--- src/lin_pos_pkg.sv ---
// Shared constants, field layouts and frame helpers for the position link
package lin_pos_pkg;

    // ------------------------------------------------------------
    // Frame layout
    // ------------------------------------------------------------
    localparam int          BYTE_W        = 8;
    localparam logic [3:0]  LEN_SHORT     = 4'h2;
    localparam logic [3:0]  LEN_GP        = 4'h4;
    localparam logic [3:0]  LEN_MASTER    = 4'h8;
    localparam logic [3:0]  MAX_DATA      = 4'h8;
    localparam logic [5:0]  MASTER_REQ_ID = 6'h3c;
    localparam logic [7:0]  APP_CODE      = 8'h80;
    localparam logic [6:0]  CMD_GOTO      = 7'h0b;
    localparam logic [1:0]  STEP_HALF     = 2'h0;
    localparam logic [1:0]  ID_GP_PREFIX  = 2'h2;
    localparam int          FLAG_BIT      = 7;
    localparam int          ID_WIDE_BIT   = 5;
    localparam int          CBROAD_BIT    = 4;

    // ------------------------------------------------------------
    // Controller register map (byte addresses)
    // ------------------------------------------------------------
    localparam logic [7:0]  REG_CTRL      = 8'h00;
    localparam logic [7:0]  REG_ID        = 8'h04;
    localparam logic [7:0]  REG_LEN       = 8'h08;
    localparam logic [7:0]  REG_DATA_LO   = 8'h0c;
    localparam logic [7:0]  REG_DATA_HI   = 8'h10;
    localparam logic [7:0]  REG_STATUS    = 8'h14;
    localparam int          CTRL_GO_BIT   = 0;

    // Identifier with its two parity bits on top
    function automatic logic [7:0] lin_protect(input logic [5:0] id);
        logic p0;
        logic p1;
        p0 = id[0] ^ id[1] ^ id[2] ^ id[4];
        p1 = ~(id[1] ^ id[3] ^ id[4] ^ id[5]);
        return {p1, p0, id};
    endfunction

    // Sum with end-around carry
    function automatic logic [7:0] csum_add(input logic [7:0] s, input logic [7:0] d);
        logic [8:0] t;
        t = {1'b0, s} + {1'b0, d};
        return t[7:0] + {7'h00, t[8]};
    endfunction

    // Compact entry: three high bits in the top of the first byte
    function automatic logic [15:0] compact_pos(input logic [7:0] hi, input logic [7:0] lo);
        return {{5{hi[7]}}, hi[7:5], lo};
    endfunction

endpackage

--- src/lin_frame_if.sv ---
// Byte-level frame link between the bus master and the motor node
`timescale 1ns/1ps
`default_nettype none
interface lin_frame_if;
    logic       byte_valid;
    logic [7:0] byte_data;
    logic       byte_last;

    modport master (
        output byte_valid,
        output byte_data,
        output byte_last
    );
    modport node (
        input  byte_valid,
        input  byte_data,
        input  byte_last
    );
endinterface
`default_nettype wire

--- src/lin_csum_acc.sv ---
// Running checksum over the data bytes of one frame
`timescale 1ns/1ps
`default_nettype none
module lin_csum_acc
    import lin_pos_pkg::*;
(
    input  wire logic       clk,
    input  wire logic       reset_n,
    input  wire logic       clear,
    input  wire logic       add,
    input  wire logic [7:0] data,
    output logic      [7:0] sum_reg
);
    // Clear wins: a frame boundary never carries a data byte
    always_ff @(posedge clk or negedge reset_n) begin
        if (!reset_n) begin
            sum_reg <= 8'h00;
        end else if (clear) begin
            sum_reg <= 8'h00;
        end else if (add) begin
            sum_reg <= csum_add(sum_reg, data);
        end
    end
endmodule
`default_nettype wire

--- src/lin_position_node.sv ---
// Motor node end: decodes absolute-position frames into a target
//
// Decided for this implementation: the APB interface to the registers and the address map.
`timescale 1ns/1ps
`default_nettype none
module lin_position_node
    import lin_pos_pkg::*;
(
    input  wire logic        CLK,
    input  wire logic        RESET_N,
    lin_frame_if.node        LINK,
    input  wire logic [1:0]  STEP_RESOLUTION,
    input  wire logic        ADDRESS_MODE_SELECT,
    input  wire logic [6:0]  OTP_NODE_ADDRESS,
    input  wire logic        HARDWARE_ADDRESS_PIN_0,
    input  wire logic        HARDWARE_ADDRESS_PIN_1,
    input  wire logic        HARDWARE_ADDRESS_PIN_2,
    input  wire logic [4:0]  DIRECT_TAG,
    input  wire logic [3:0]  GENERAL_TAG,
    input  wire logic [4:0]  COMPACT_ONE_TAG,
    input  wire logic [3:0]  COMPACT_TWO_TAG,
    input  wire logic        COMMAND_VETO,
    output logic      [15:0] TARGET_POSITION,
    output logic             TARGET_STROBE,
    output logic             FRAME_ERROR,
    output logic             COMMAND_REFUSED
);

    // ------------------------------------------------------------
    // Byte capture
    // ------------------------------------------------------------
    logic [7:0]  frame_mem [0:8];
    logic [3:0]  cnt_reg;
    logic [3:0]  n_data;
    logic [7:0]  sum;
    logic        data_byte;
    logic        frame_end;

    assign frame_end = LINK.byte_valid && LINK.byte_last;
    assign data_byte = LINK.byte_valid && !LINK.byte_last && cnt_reg != 4'h0;
    assign n_data    = cnt_reg - 4'h1;

    // Count saturates past the longest frame so an overlong frame
    // still ends cleanly and is thrown away on its length
    always_ff @(posedge CLK or negedge RESET_N) begin
        if (!RESET_N) begin
            cnt_reg <= 4'h0;
        end else if (frame_end) begin
            cnt_reg <= 4'h0;
        end else if (LINK.byte_valid && cnt_reg <= MAX_DATA + 4'h1) begin
            cnt_reg <= cnt_reg + 4'h1;
        end
    end

    always_ff @(posedge CLK) begin
        if (LINK.byte_valid && !LINK.byte_last && cnt_reg <= MAX_DATA) begin
            frame_mem[cnt_reg] <= LINK.byte_data;
        end
    end

    lin_csum_acc u_csum (
        .clk     (CLK),
        .reset_n (RESET_N),
        .clear   (frame_end),
        .add     (data_byte),
        .data    (LINK.byte_data),
        .sum_reg (sum)
    );

    // ------------------------------------------------------------
    // Addresses
    // ------------------------------------------------------------
    logic [3:0]  own_short;
    logic        half_step;

    // Bit 3 comes from pin 2 only in address mode 1
    // Pins 0 and 1 are assumed strapped high by the board
    assign own_short = {ADDRESS_MODE_SELECT ? HARDWARE_ADDRESS_PIN_2 : OTP_NODE_ADDRESS[3],
                        OTP_NODE_ADDRESS[2:0]};
    assign half_step = STEP_RESOLUTION == STEP_HALF;

    // ------------------------------------------------------------
    // Decode
    // ------------------------------------------------------------
    logic [7:0]  id_byte;
    logic [5:0]  tag;
    logic        frame_ok;
    logic        hit;
    logic [15:0] pos;
    logic [7:0]  goto_cmd;

    assign id_byte  = frame_mem[0];
    assign tag      = id_byte[5:0];
    assign goto_cmd = {1'b1, CMD_GOTO};
    // Wrong parity, wrong checksum or no identifier drops the frame
    assign frame_ok = cnt_reg != 4'h0 && cnt_reg <= MAX_DATA + 4'h1
                   && id_byte == lin_protect(tag)
                   && LINK.byte_data == ~sum;

    always_comb begin
        hit = 1'b0;
        pos = 16'h0000;
        // Direct or general tag wins if software gave a compact kind the same tag
        if (n_data == LEN_SHORT && !tag[ID_WIDE_BIT]) begin
            if (tag[4:0] == DIRECT_TAG) begin
                hit = 1'b1;
                pos = {frame_mem[1], frame_mem[2]};
            end else if (tag[4:0] == COMPACT_ONE_TAG && half_step) begin
                hit = !frame_mem[1][CBROAD_BIT]
                   || frame_mem[1][3:0] == own_short;
                pos = compact_pos(frame_mem[1], frame_mem[2]);
            end
        end else if (n_data == LEN_GP && tag[5:4] == ID_GP_PREFIX) begin
            if (tag[3:0] == GENERAL_TAG) begin
                hit = frame_mem[1] == goto_cmd
                   && (!frame_mem[2][FLAG_BIT]
                   || frame_mem[2][6:0] == OTP_NODE_ADDRESS);
                pos = {frame_mem[3], frame_mem[4]};
            end else if (tag[3:0] == COMPACT_TWO_TAG && half_step) begin
                if (frame_mem[1][CBROAD_BIT] && frame_mem[1][3:0] == own_short) begin
                    hit = 1'b1;
                    pos = compact_pos(frame_mem[1], frame_mem[2]);
                end else if (frame_mem[3][CBROAD_BIT] && frame_mem[3][3:0] == own_short) begin
                    hit = 1'b1;
                    pos = compact_pos(frame_mem[3], frame_mem[4]);
                end
            end
        end else if (n_data == LEN_MASTER && tag == MASTER_REQ_ID
                     && frame_mem[1] == APP_CODE && frame_mem[2] == goto_cmd) begin
            if (frame_mem[3] == {1'b1, OTP_NODE_ADDRESS}) begin
                hit = 1'b1;
                pos = {frame_mem[4], frame_mem[5]};
            end else if (frame_mem[6] == {1'b1, OTP_NODE_ADDRESS}) begin
                hit = 1'b1;
                pos = {frame_mem[7], frame_mem[8]};
            end
        end
    end

    // ------------------------------------------------------------
    // Target update
    // ------------------------------------------------------------
    // Veto is sampled in the checksum cycle; a veto raised later
    // cannot recall a target already handed over
    always_ff @(posedge CLK or negedge RESET_N) begin
        if (!RESET_N) begin
            TARGET_POSITION <= 16'h0000;
            TARGET_STROBE   <= 1'b0;
            FRAME_ERROR     <= 1'b0;
            COMMAND_REFUSED <= 1'b0;
        end else begin
            TARGET_STROBE   <= 1'b0;
            FRAME_ERROR     <= frame_end && !frame_ok;
            COMMAND_REFUSED <= frame_end && frame_ok && hit && COMMAND_VETO;
            if (frame_end && frame_ok && hit && !COMMAND_VETO) begin
                TARGET_POSITION <= pos;
                TARGET_STROBE   <= 1'b1;
            end
        end
    end

    // Pins 0 and 1 only matter to the long physical address, which
    // the node address input already carries whole
    logic unused_pins;
    assign unused_pins = HARDWARE_ADDRESS_PIN_0 & HARDWARE_ADDRESS_PIN_1;

endmodule
`default_nettype wire
--- src/flat_wrapper.sv ---
// flat-port wrapper written by rule: the top's interface ports become plain ports
module lin_position_node_flat import lin_pos_pkg::*;
  (CLK, RESET_N, STEP_RESOLUTION, ADDRESS_MODE_SELECT, OTP_NODE_ADDRESS, HARDWARE_ADDRESS_PIN_0, HARDWARE_ADDRESS_PIN_1, HARDWARE_ADDRESS_PIN_2, DIRECT_TAG, GENERAL_TAG, COMPACT_ONE_TAG, COMPACT_TWO_TAG, COMMAND_VETO, TARGET_POSITION, TARGET_STROBE, FRAME_ERROR, COMMAND_REFUSED, LINK_byte_valid, LINK_byte_data, LINK_byte_last);
  lin_frame_if LINK_i ();
  input  wire logic CLK;
  input  wire logic RESET_N;
  input  wire logic [1:0] STEP_RESOLUTION;
  input  wire logic ADDRESS_MODE_SELECT;
  input  wire logic [6:0] OTP_NODE_ADDRESS;
  input  wire logic HARDWARE_ADDRESS_PIN_0;
  input  wire logic HARDWARE_ADDRESS_PIN_1;
  input  wire logic HARDWARE_ADDRESS_PIN_2;
  input  wire logic [4:0] DIRECT_TAG;
  input  wire logic [3:0] GENERAL_TAG;
  input  wire logic [4:0] COMPACT_ONE_TAG;
  input  wire logic [3:0] COMPACT_TWO_TAG;
  input  wire logic COMMAND_VETO;
  output logic      [15:0] TARGET_POSITION;
  output logic TARGET_STROBE;
  output logic FRAME_ERROR;
  output logic COMMAND_REFUSED;
  input wire logic [$bits(LINK_i.byte_valid)-1:0] LINK_byte_valid;
  input wire logic [$bits(LINK_i.byte_data)-1:0] LINK_byte_data;
  input wire logic [$bits(LINK_i.byte_last)-1:0] LINK_byte_last;
  assign LINK_i.byte_valid = LINK_byte_valid;
  assign LINK_i.byte_data = LINK_byte_data;
  assign LINK_i.byte_last = LINK_byte_last;
  lin_position_node u_core (.CLK(CLK), .RESET_N(RESET_N), .LINK(LINK_i), .STEP_RESOLUTION(STEP_RESOLUTION), .ADDRESS_MODE_SELECT(ADDRESS_MODE_SELECT), .OTP_NODE_ADDRESS(OTP_NODE_ADDRESS), .HARDWARE_ADDRESS_PIN_0(HARDWARE_ADDRESS_PIN_0), .HARDWARE_ADDRESS_PIN_1(HARDWARE_ADDRESS_PIN_1), .HARDWARE_ADDRESS_PIN_2(HARDWARE_ADDRESS_PIN_2), .DIRECT_TAG(DIRECT_TAG), .GENERAL_TAG(GENERAL_TAG), .COMPACT_ONE_TAG(COMPACT_ONE_TAG), .COMPACT_TWO_TAG(COMPACT_TWO_TAG), .COMMAND_VETO(COMMAND_VETO), .TARGET_POSITION(TARGET_POSITION), .TARGET_STROBE(TARGET_STROBE), .FRAME_ERROR(FRAME_ERROR), .COMMAND_REFUSED(COMMAND_REFUSED));
endmodule
--- config.mk ---
export PLATFORM = sky130hd
export DESIGN_NAME = lin_position_node_flat
export DESIGN_NICKNAME = d
export VERILOG_FILES = /design/src/lin_pos_pkg.sv /design/src/lin_frame_if.sv /design/src/lin_csum_acc.sv /design/src/lin_position_node.sv /design/src/flat_wrapper.sv
export SDC_FILE = /design/constraint.sdc
export NUM_CORES = 1
export LEC_CHECK = 0
export BUFFER_PORTS_ARGS = -buffer_cell sky130_fd_sc_hd__buf_4
export CORE_MARGIN = 5
export CORE_UTILIZATION = 40
export CTS_CLUSTER_DIAMETER = 50
export DETAILED_ROUTE_END_ITERATION = 16
export MAX_ROUTING_LAYER = met4
export PLACE_DENSITY = 0.65
export SYNTH_ARGS = -nofsm -noshare
export SYNTH_HDL_FRONTEND = slang
export SYNTH_SLANG_ARGS = --single-unit
--- constraint.sdc ---
create_clock -name CLK -period 3.3 [get_ports CLK]
set_input_delay 0.495 -clock CLK [delete_from_list [all_inputs] [get_ports CLK]]
set_output_delay 0.495 -clock CLK [all_outputs]
set_load 0.005 [all_outputs]
# After elaboration in Yosys (flattened, before gate mapping)
# Memories as Yosys holds them, arrays and structs flattened.
# Index checks and enable logic that the tools add are counted.
[op_classes]
addsub = 4
n_mul = 0
div_mod_pow = 0
n_lt_le_gt_ge = 2
eq_ne = 19
shifts = 0
mux = 30
n_bitwise = 8
n_reduce_logical = 35
[ops]
columns = ["cell", "n"]
rows = [
  ["two-way mux 16 bit", 11],
  ["== test 8 bit", 3],
  ["== test 8 bit (second input constant)", 3],
  ["logical AND 1 bit", 23],
  ["== test 4 bit", 4],
  ["two-way mux 8 bit", 2],
  ["two-way mux 1 bit", 15],
  ["== test 5 bit", 2],
  ["adder 8 x 8 -> 9 bit", 1],
  ["adder 8 x 1 -> 8 bit", 1],
  ["<= comparator 4 bit (second input constant)", 2],
  ["two-way mux 4 bit", 2],
  ["NOT 8 bit", 1],
  ["== test 7 bit", 1],
  ["== test 6 bit (second input constant)", 1],
  ["logical NOT 1 bit", 6],
  ["bitwise XOR 1 bit", 6],
  ["adder 4 x 1 -> 4 bit (second input constant)", 1],
  ["== test 4 x 2 -> 1 bit (second input constant)", 1],
  ["== test 4 x 3 -> 1 bit (second input constant)", 1],
  ["== test 4 bit (second input constant)", 1],
  ["nonzero test 2 bit", 2],
  ["nonzero test 4 bit", 1],
  ["subtractor 4 x 1 -> 4 bit (second input constant)", 1],
  ["other kinds (5)", 6],
]
[totals]
regBits = 31
latch_bits = 0
ram_bits = 72
rom_bits = 0
inputBits = 44
mem_count = 1
[memory_table]
columns = ["memory", "depth", "word_bits", "read_ports", "rd_ports_with_merged_regs", "write_ports", "line", "source"]
rows = [
  ["u_core.frame_mem", 9, 8, 9, 0, 1, "lin_position_node.sv:32", "logic [7:0] frame_mem [0:8];"],
]

# Logic depth before layout (Yosys ltp)
[logic_depth]
depth_word = 12
depth_mapped = 15
ltp_nobuf = 15

# Hierarchy
# A second synthesis with hierarchy kept.
[hier_totals]
hier_cells = 479
area_unflattened_um2 = 5761.8
[modules_own_cells]
columns = ["mod", "n_inst", "cells_each", "area_each_um2", "seq_area_each_um2"]
rows = [
  ["lin_position_node", 1, 380, 4864.7, 2737.6],
  ["lin_csum_acc", 1, 99, 897.1, 200.2],
]

# Worst setup path after synthesis
# OpenSTA, ideal clock, no wires.
[synth_path]
kind = "register to register"
startpoint = "reg u_core.cnt_reg[0]"
endpoint = "reg u_core.TARGET_POSITION[15]"
setup_time_ps = 125
t_arrival_ps = 2852
required_time_ps = 3175
slack_ps = 323
path_stages_with_launch = 11
path_buffers = 1
period_less_slack_ps = 2977
path_cell_list = "dfrtp_1 > inv_1 > ha_1 > xnor2_1 > or4_4 > and4b_1 > o21ai_1 > and4_4 > or3_4 > buf_6 > mux2_4"
[synth_between]
elab_chain_len = 10
[synth_rtl]
columns = ["item", "line", "source"]
rows = [
  ["start: declaration", "lin_position_node.sv:33", "logic [3:0] cnt_reg;"],
  ["start signal: assignment", "lin_position_node.sv:51", "cnt_reg <= cnt_reg + 4'h1;"],
  ["subtractor 4 x 1 -> 4 bit", "lin_position_node.sv:41", "assign n_data = cnt_reg - 4'h1;"],
  ["== test 4 bit", "lin_position_node.sv:128", "end else if (n_data == LEN_MASTER && tag == MASTER_REQ_ID"],
  ["logical AND 1 bit", "lin_position_node.sv:128", ""],
  ["logical AND 1 bit (2 in a row)", "lin_position_node.sv:129", "&& frame_mem[1] == APP_CODE && frame_mem[2] == goto_cmd) begin"],
  ["two-way mux 1 bit", "lin_position_node.sv:128", ""],
  ["two-way mux 1 bit", "lin_position_node.sv:113", "end else if (n_data == LEN_GP && tag[5:4] == ID_GP_PREFIX) begin"],
  ["two-way mux 1 bit", "lin_position_node.sv:104", "if (n_data == LEN_SHORT && !tag[ID_WIDE_BIT]) begin"],
  ["logical AND 1 bit (2 in a row)", "lin_position_node.sv:155", "if (frame_end && frame_ok && hit && !COMMAND_VETO) begin"],
  ["end signal: assignment", "lin_position_node.sv:156", "TARGET_POSITION <= pos;"],
  ["end: declaration", "lin_position_node.sv:23", "output logic [15:0] TARGET_POSITION,"],
]
# Several ways; a longest one is shown, not always the timed one.
# A chain may end at the register's enable or synchronous reset.

# Final worst setup path
[layout_path]
startpoint = "reg u_core.cnt_reg[1]"
endpoint = "reg u_core.TARGET_POSITION[1]"
# Same word-level chain as after synthesis.

==> qor.yml <==
die:
  die_area_um2: 16050
  num_rows: 42
  num_io_pins: 63
  start_util: 0.4096
  core_um2: 13300
  die_h_um: 126.7
  die_x_um: 126.7
setup_path:
  critPathRequiredTime_ps: 3530
  path_max_fanout: 11
  cp-start-kind: "register"
  cp-end-kind: "register"
  crit_path_top_delay_cell: "or4_4"
  timing.critical_path.buf_inv: 1
  timing_worst_setup_path_type: "register to register"
  crit_chain: "inv_1 > ha_1 > xnor2_1 > or4_4 > and4b_1 > o21ai_1 > and4_4 > or3_4 > mux2_4"
  rrSetupSlack_ps: 190
  cp_top_family: "simple AND/OR/NAND/NOR gates"
  crit_arrival_ps: 3340
  critPathMaxStageDelay_ps: 550
place:
  gp_congestion: 0.8586
  placed_area_um2: 6122
  dp_hpwl_um: 10100
  dpl.cell_count: 672
  numPortBuffers: 60
  pre_cts_ws_ps: -3.691
synthesis:
  syn_inst: 440
  synth_sequential_area_ratio: 0.5395
  synth_edf_count: 72
  synth_top_area_share: 0.3971
  synth_largest_area_cell: "edfxtp_1"
  synthFlopType: "edfxtp_1"
  netlist_top_cells_count: "edfxtp_1 (72), xnor2_1 (38), dfrtp_1 (31)"
  yosysMostFrequentCell: "edfxtp_1"
  yosysUniqueCellTypes: 57
  synth_fp_nets: 501
  yosysWarnings: 0
  ys_async_sr_fraction: 0.3010
  netlist_top_cells_area: "edfxtp_1 (40%), dfrtp_1 (14%), xnor2_1 (6.1%)"
  avgSynthCellArea_um2: 12.38
  synth.ff_latch_count: 103
  syn_area_um2: 5445
clock_network:
  root_buffer: "clkbuf_16"
  cts.sinks: 103
  clock_latency_ps: 350
  cts_buffer_depth: 2
  cts_hold_buf: 0
  clk_pin_slew_ps: 70
  cts-htree-levels: 3
  cts_made_buffers: 9
  cts_tree: "built"
grt:
  grt.overflow.total: 0
  grt_usage: 0.1779
  grt_pass1_vias: 3808
  antenna_found_initial: 0
  grt_max_degree: 32
  grt_first_pass_wirelength_um: 21110
routing:
  first_iter_violations: 326
  vias: 3726
  drc: 0
  wirelength_um: 13520
  via_per_inst: 5.416
  postRouteAntennaNets: 0
  drtPass1Iterations: 7
  wl_per_cell_um: 19.65
power:
  leakage_nw: 2.511
  peakVddDrop_mv: 0.2274
  cellPowerDensity_nw_per_um2: 482.7
  report.power.total_mw: 3.093
timing:
  setup_viol: 0
  timing.final.ws_setup_ps: 193.8
  tightest_slew_ps: 650.9
  hold_viol: 0
  rsz0062_at_grt: "no"
  maxSlewHeadroom: 0.5645
  max_freq_mhz: 321.9
  timing.final.crit_share: 0.9413
  slew_violations: 0
  finalCriticalPeriod_ps: 3106
  skew_ps: 5.627
outcome:
  status: "completed"
final_layout:
  utilization: 0.4819
  stdcell_count: 688
  largest_register_ffs: 72
  drive_gt1_frac: 0.2129
  area_growth_pct: 17.67
  antenna_cells: 0
  design_area_um2: 6407
  finalNetCount: 568
min_path:
  worstHoldPathType: "input port to async pin"
run:
  cap_violations: 0
## path summary, 6_finish.rpt
path / start / to / depth (start not counted)
max: u_core.cnt_reg[1] / u_core.TARGET_POSITION[1] / 9
min: RESET_N / u_core.u_csum.sum_reg[2] / 1
max reg2reg: u_core.cnt_reg[1] / u_core.TARGET_POSITION[1] / 9
min reg2reg: u_core.TARGET_POSITION[12] / u_core.TARGET_POSITION[12] / 1
max in group asynchronous: RESET_N / u_core.cnt_reg[1] / 1
min in group CLK: COMMAND_VETO / u_core.TARGET_STROBE / 2
## layer usage
metal | vias to the layer above | routed length (um) | share of wire | track usage
met5 | - | 0 | 0 | -
met4 | 0 | 252 | 0.019 | 0.05931
met3 | 15 | 786 | 0.058 | 0.02816
met2 | 119 | 6775 | 0.50 | 0.2920
met1 | 1808 | 5705 | 0.42 | 0.2259
li1 | 1784 | - | - | -
## timing repair
action                     CTS  global route
setup endpoints to repair    0            11
resized for setup            0             1
buffers inserted             0             0
## cells by family (layout without fill, tap and decap cells)
kind of cell	after synthesis	after routing	synth area share
XOR/XNOR	60	60	0.09904
buffers and inverters	29	101	0.02298
AO/OA/AOI/OAI	68	68	0.08640
multiplexers	36	36	0.07674
adder cells (fa/ha/maj)	17	17	0.04044
flip-flops	103	103	0.5395
AND/OR/NAND/NOR	127	127	0.1349
## layout by cell type, fill, tap and decap left out, types with 2 or more instances in the layout
cell / netlist / routed
and2_1: 9 / 9
nor2b_1: 2 / 2
dfrtp_1: 31 / 30
xor2_1: 21 / 21
nand2_1: 19 / 19
nand2b_1: 2 / 2
xnor2_1: 38 / 38
ha_1: 16 / 16
buf_4: 0 / 70
and3_1: 6 / 6
inv_1: 15 / 15
o221ai_1: 2 / 2
o21ai_0: 21 / 21
a221o_1: 8 / 8
nand4b_1: 2 / 2
mux2i_1: 20 / 20
nand3_1: 18 / 18
nor4_1: 7 / 7
a21o_1: 2 / 2
nor4b_1: 2 / 2
nor3b_1: 6 / 6
nor3_1: 5 / 5
nand4_1: 11 / 11
a21oi_1: 11 / 11
mux2_2: 6 / 6
and4b_1: 2 / 2
mux2_4: 10 / 10
a2bb2oi_1: 8 / 8
clkbuf_16: 0 / 9
edfxtp_1: 72 / 72
clkinv_4: 0 / 5
a22oi_1: 5 / 5
o31a_1: 3 / 3
nor2_1: 24 / 24
## metrics by stage
| step | hold WS (ps) | setup TNS [ps] |
|---|---|---|
| finish | 76.16 | 0 |
| global route | 106.4 | 0 |
| CTS | 84.73 | 0 |
| detailed placement | 466.2 | -3.691 |
| global placement | 456.0 | 0 |
| floorplan | 199.4 | 0 |
## area by class of cell
class | count | area (um2)
fillers | 1201 | 6888
flip-flops and latches | 103 | 2939
multi-input cells | 308 | 2382
repair buffers | 70 | 525.5
clock buffers | 9 | 225.2
well taps | 176 | 220.2
clock inverters | 7 | 58.81
inverters | 15 | 56.30
## power by group
group	internal [mW]	switching, mW	total, mW
Combinational	0.271	0.333	0.603
Sequential	1.44	0.0453	1.49
Clock	0.520	0.480	1.00
Total	2.23	0.859	3.09
Power figures use the tool's default switching activity.
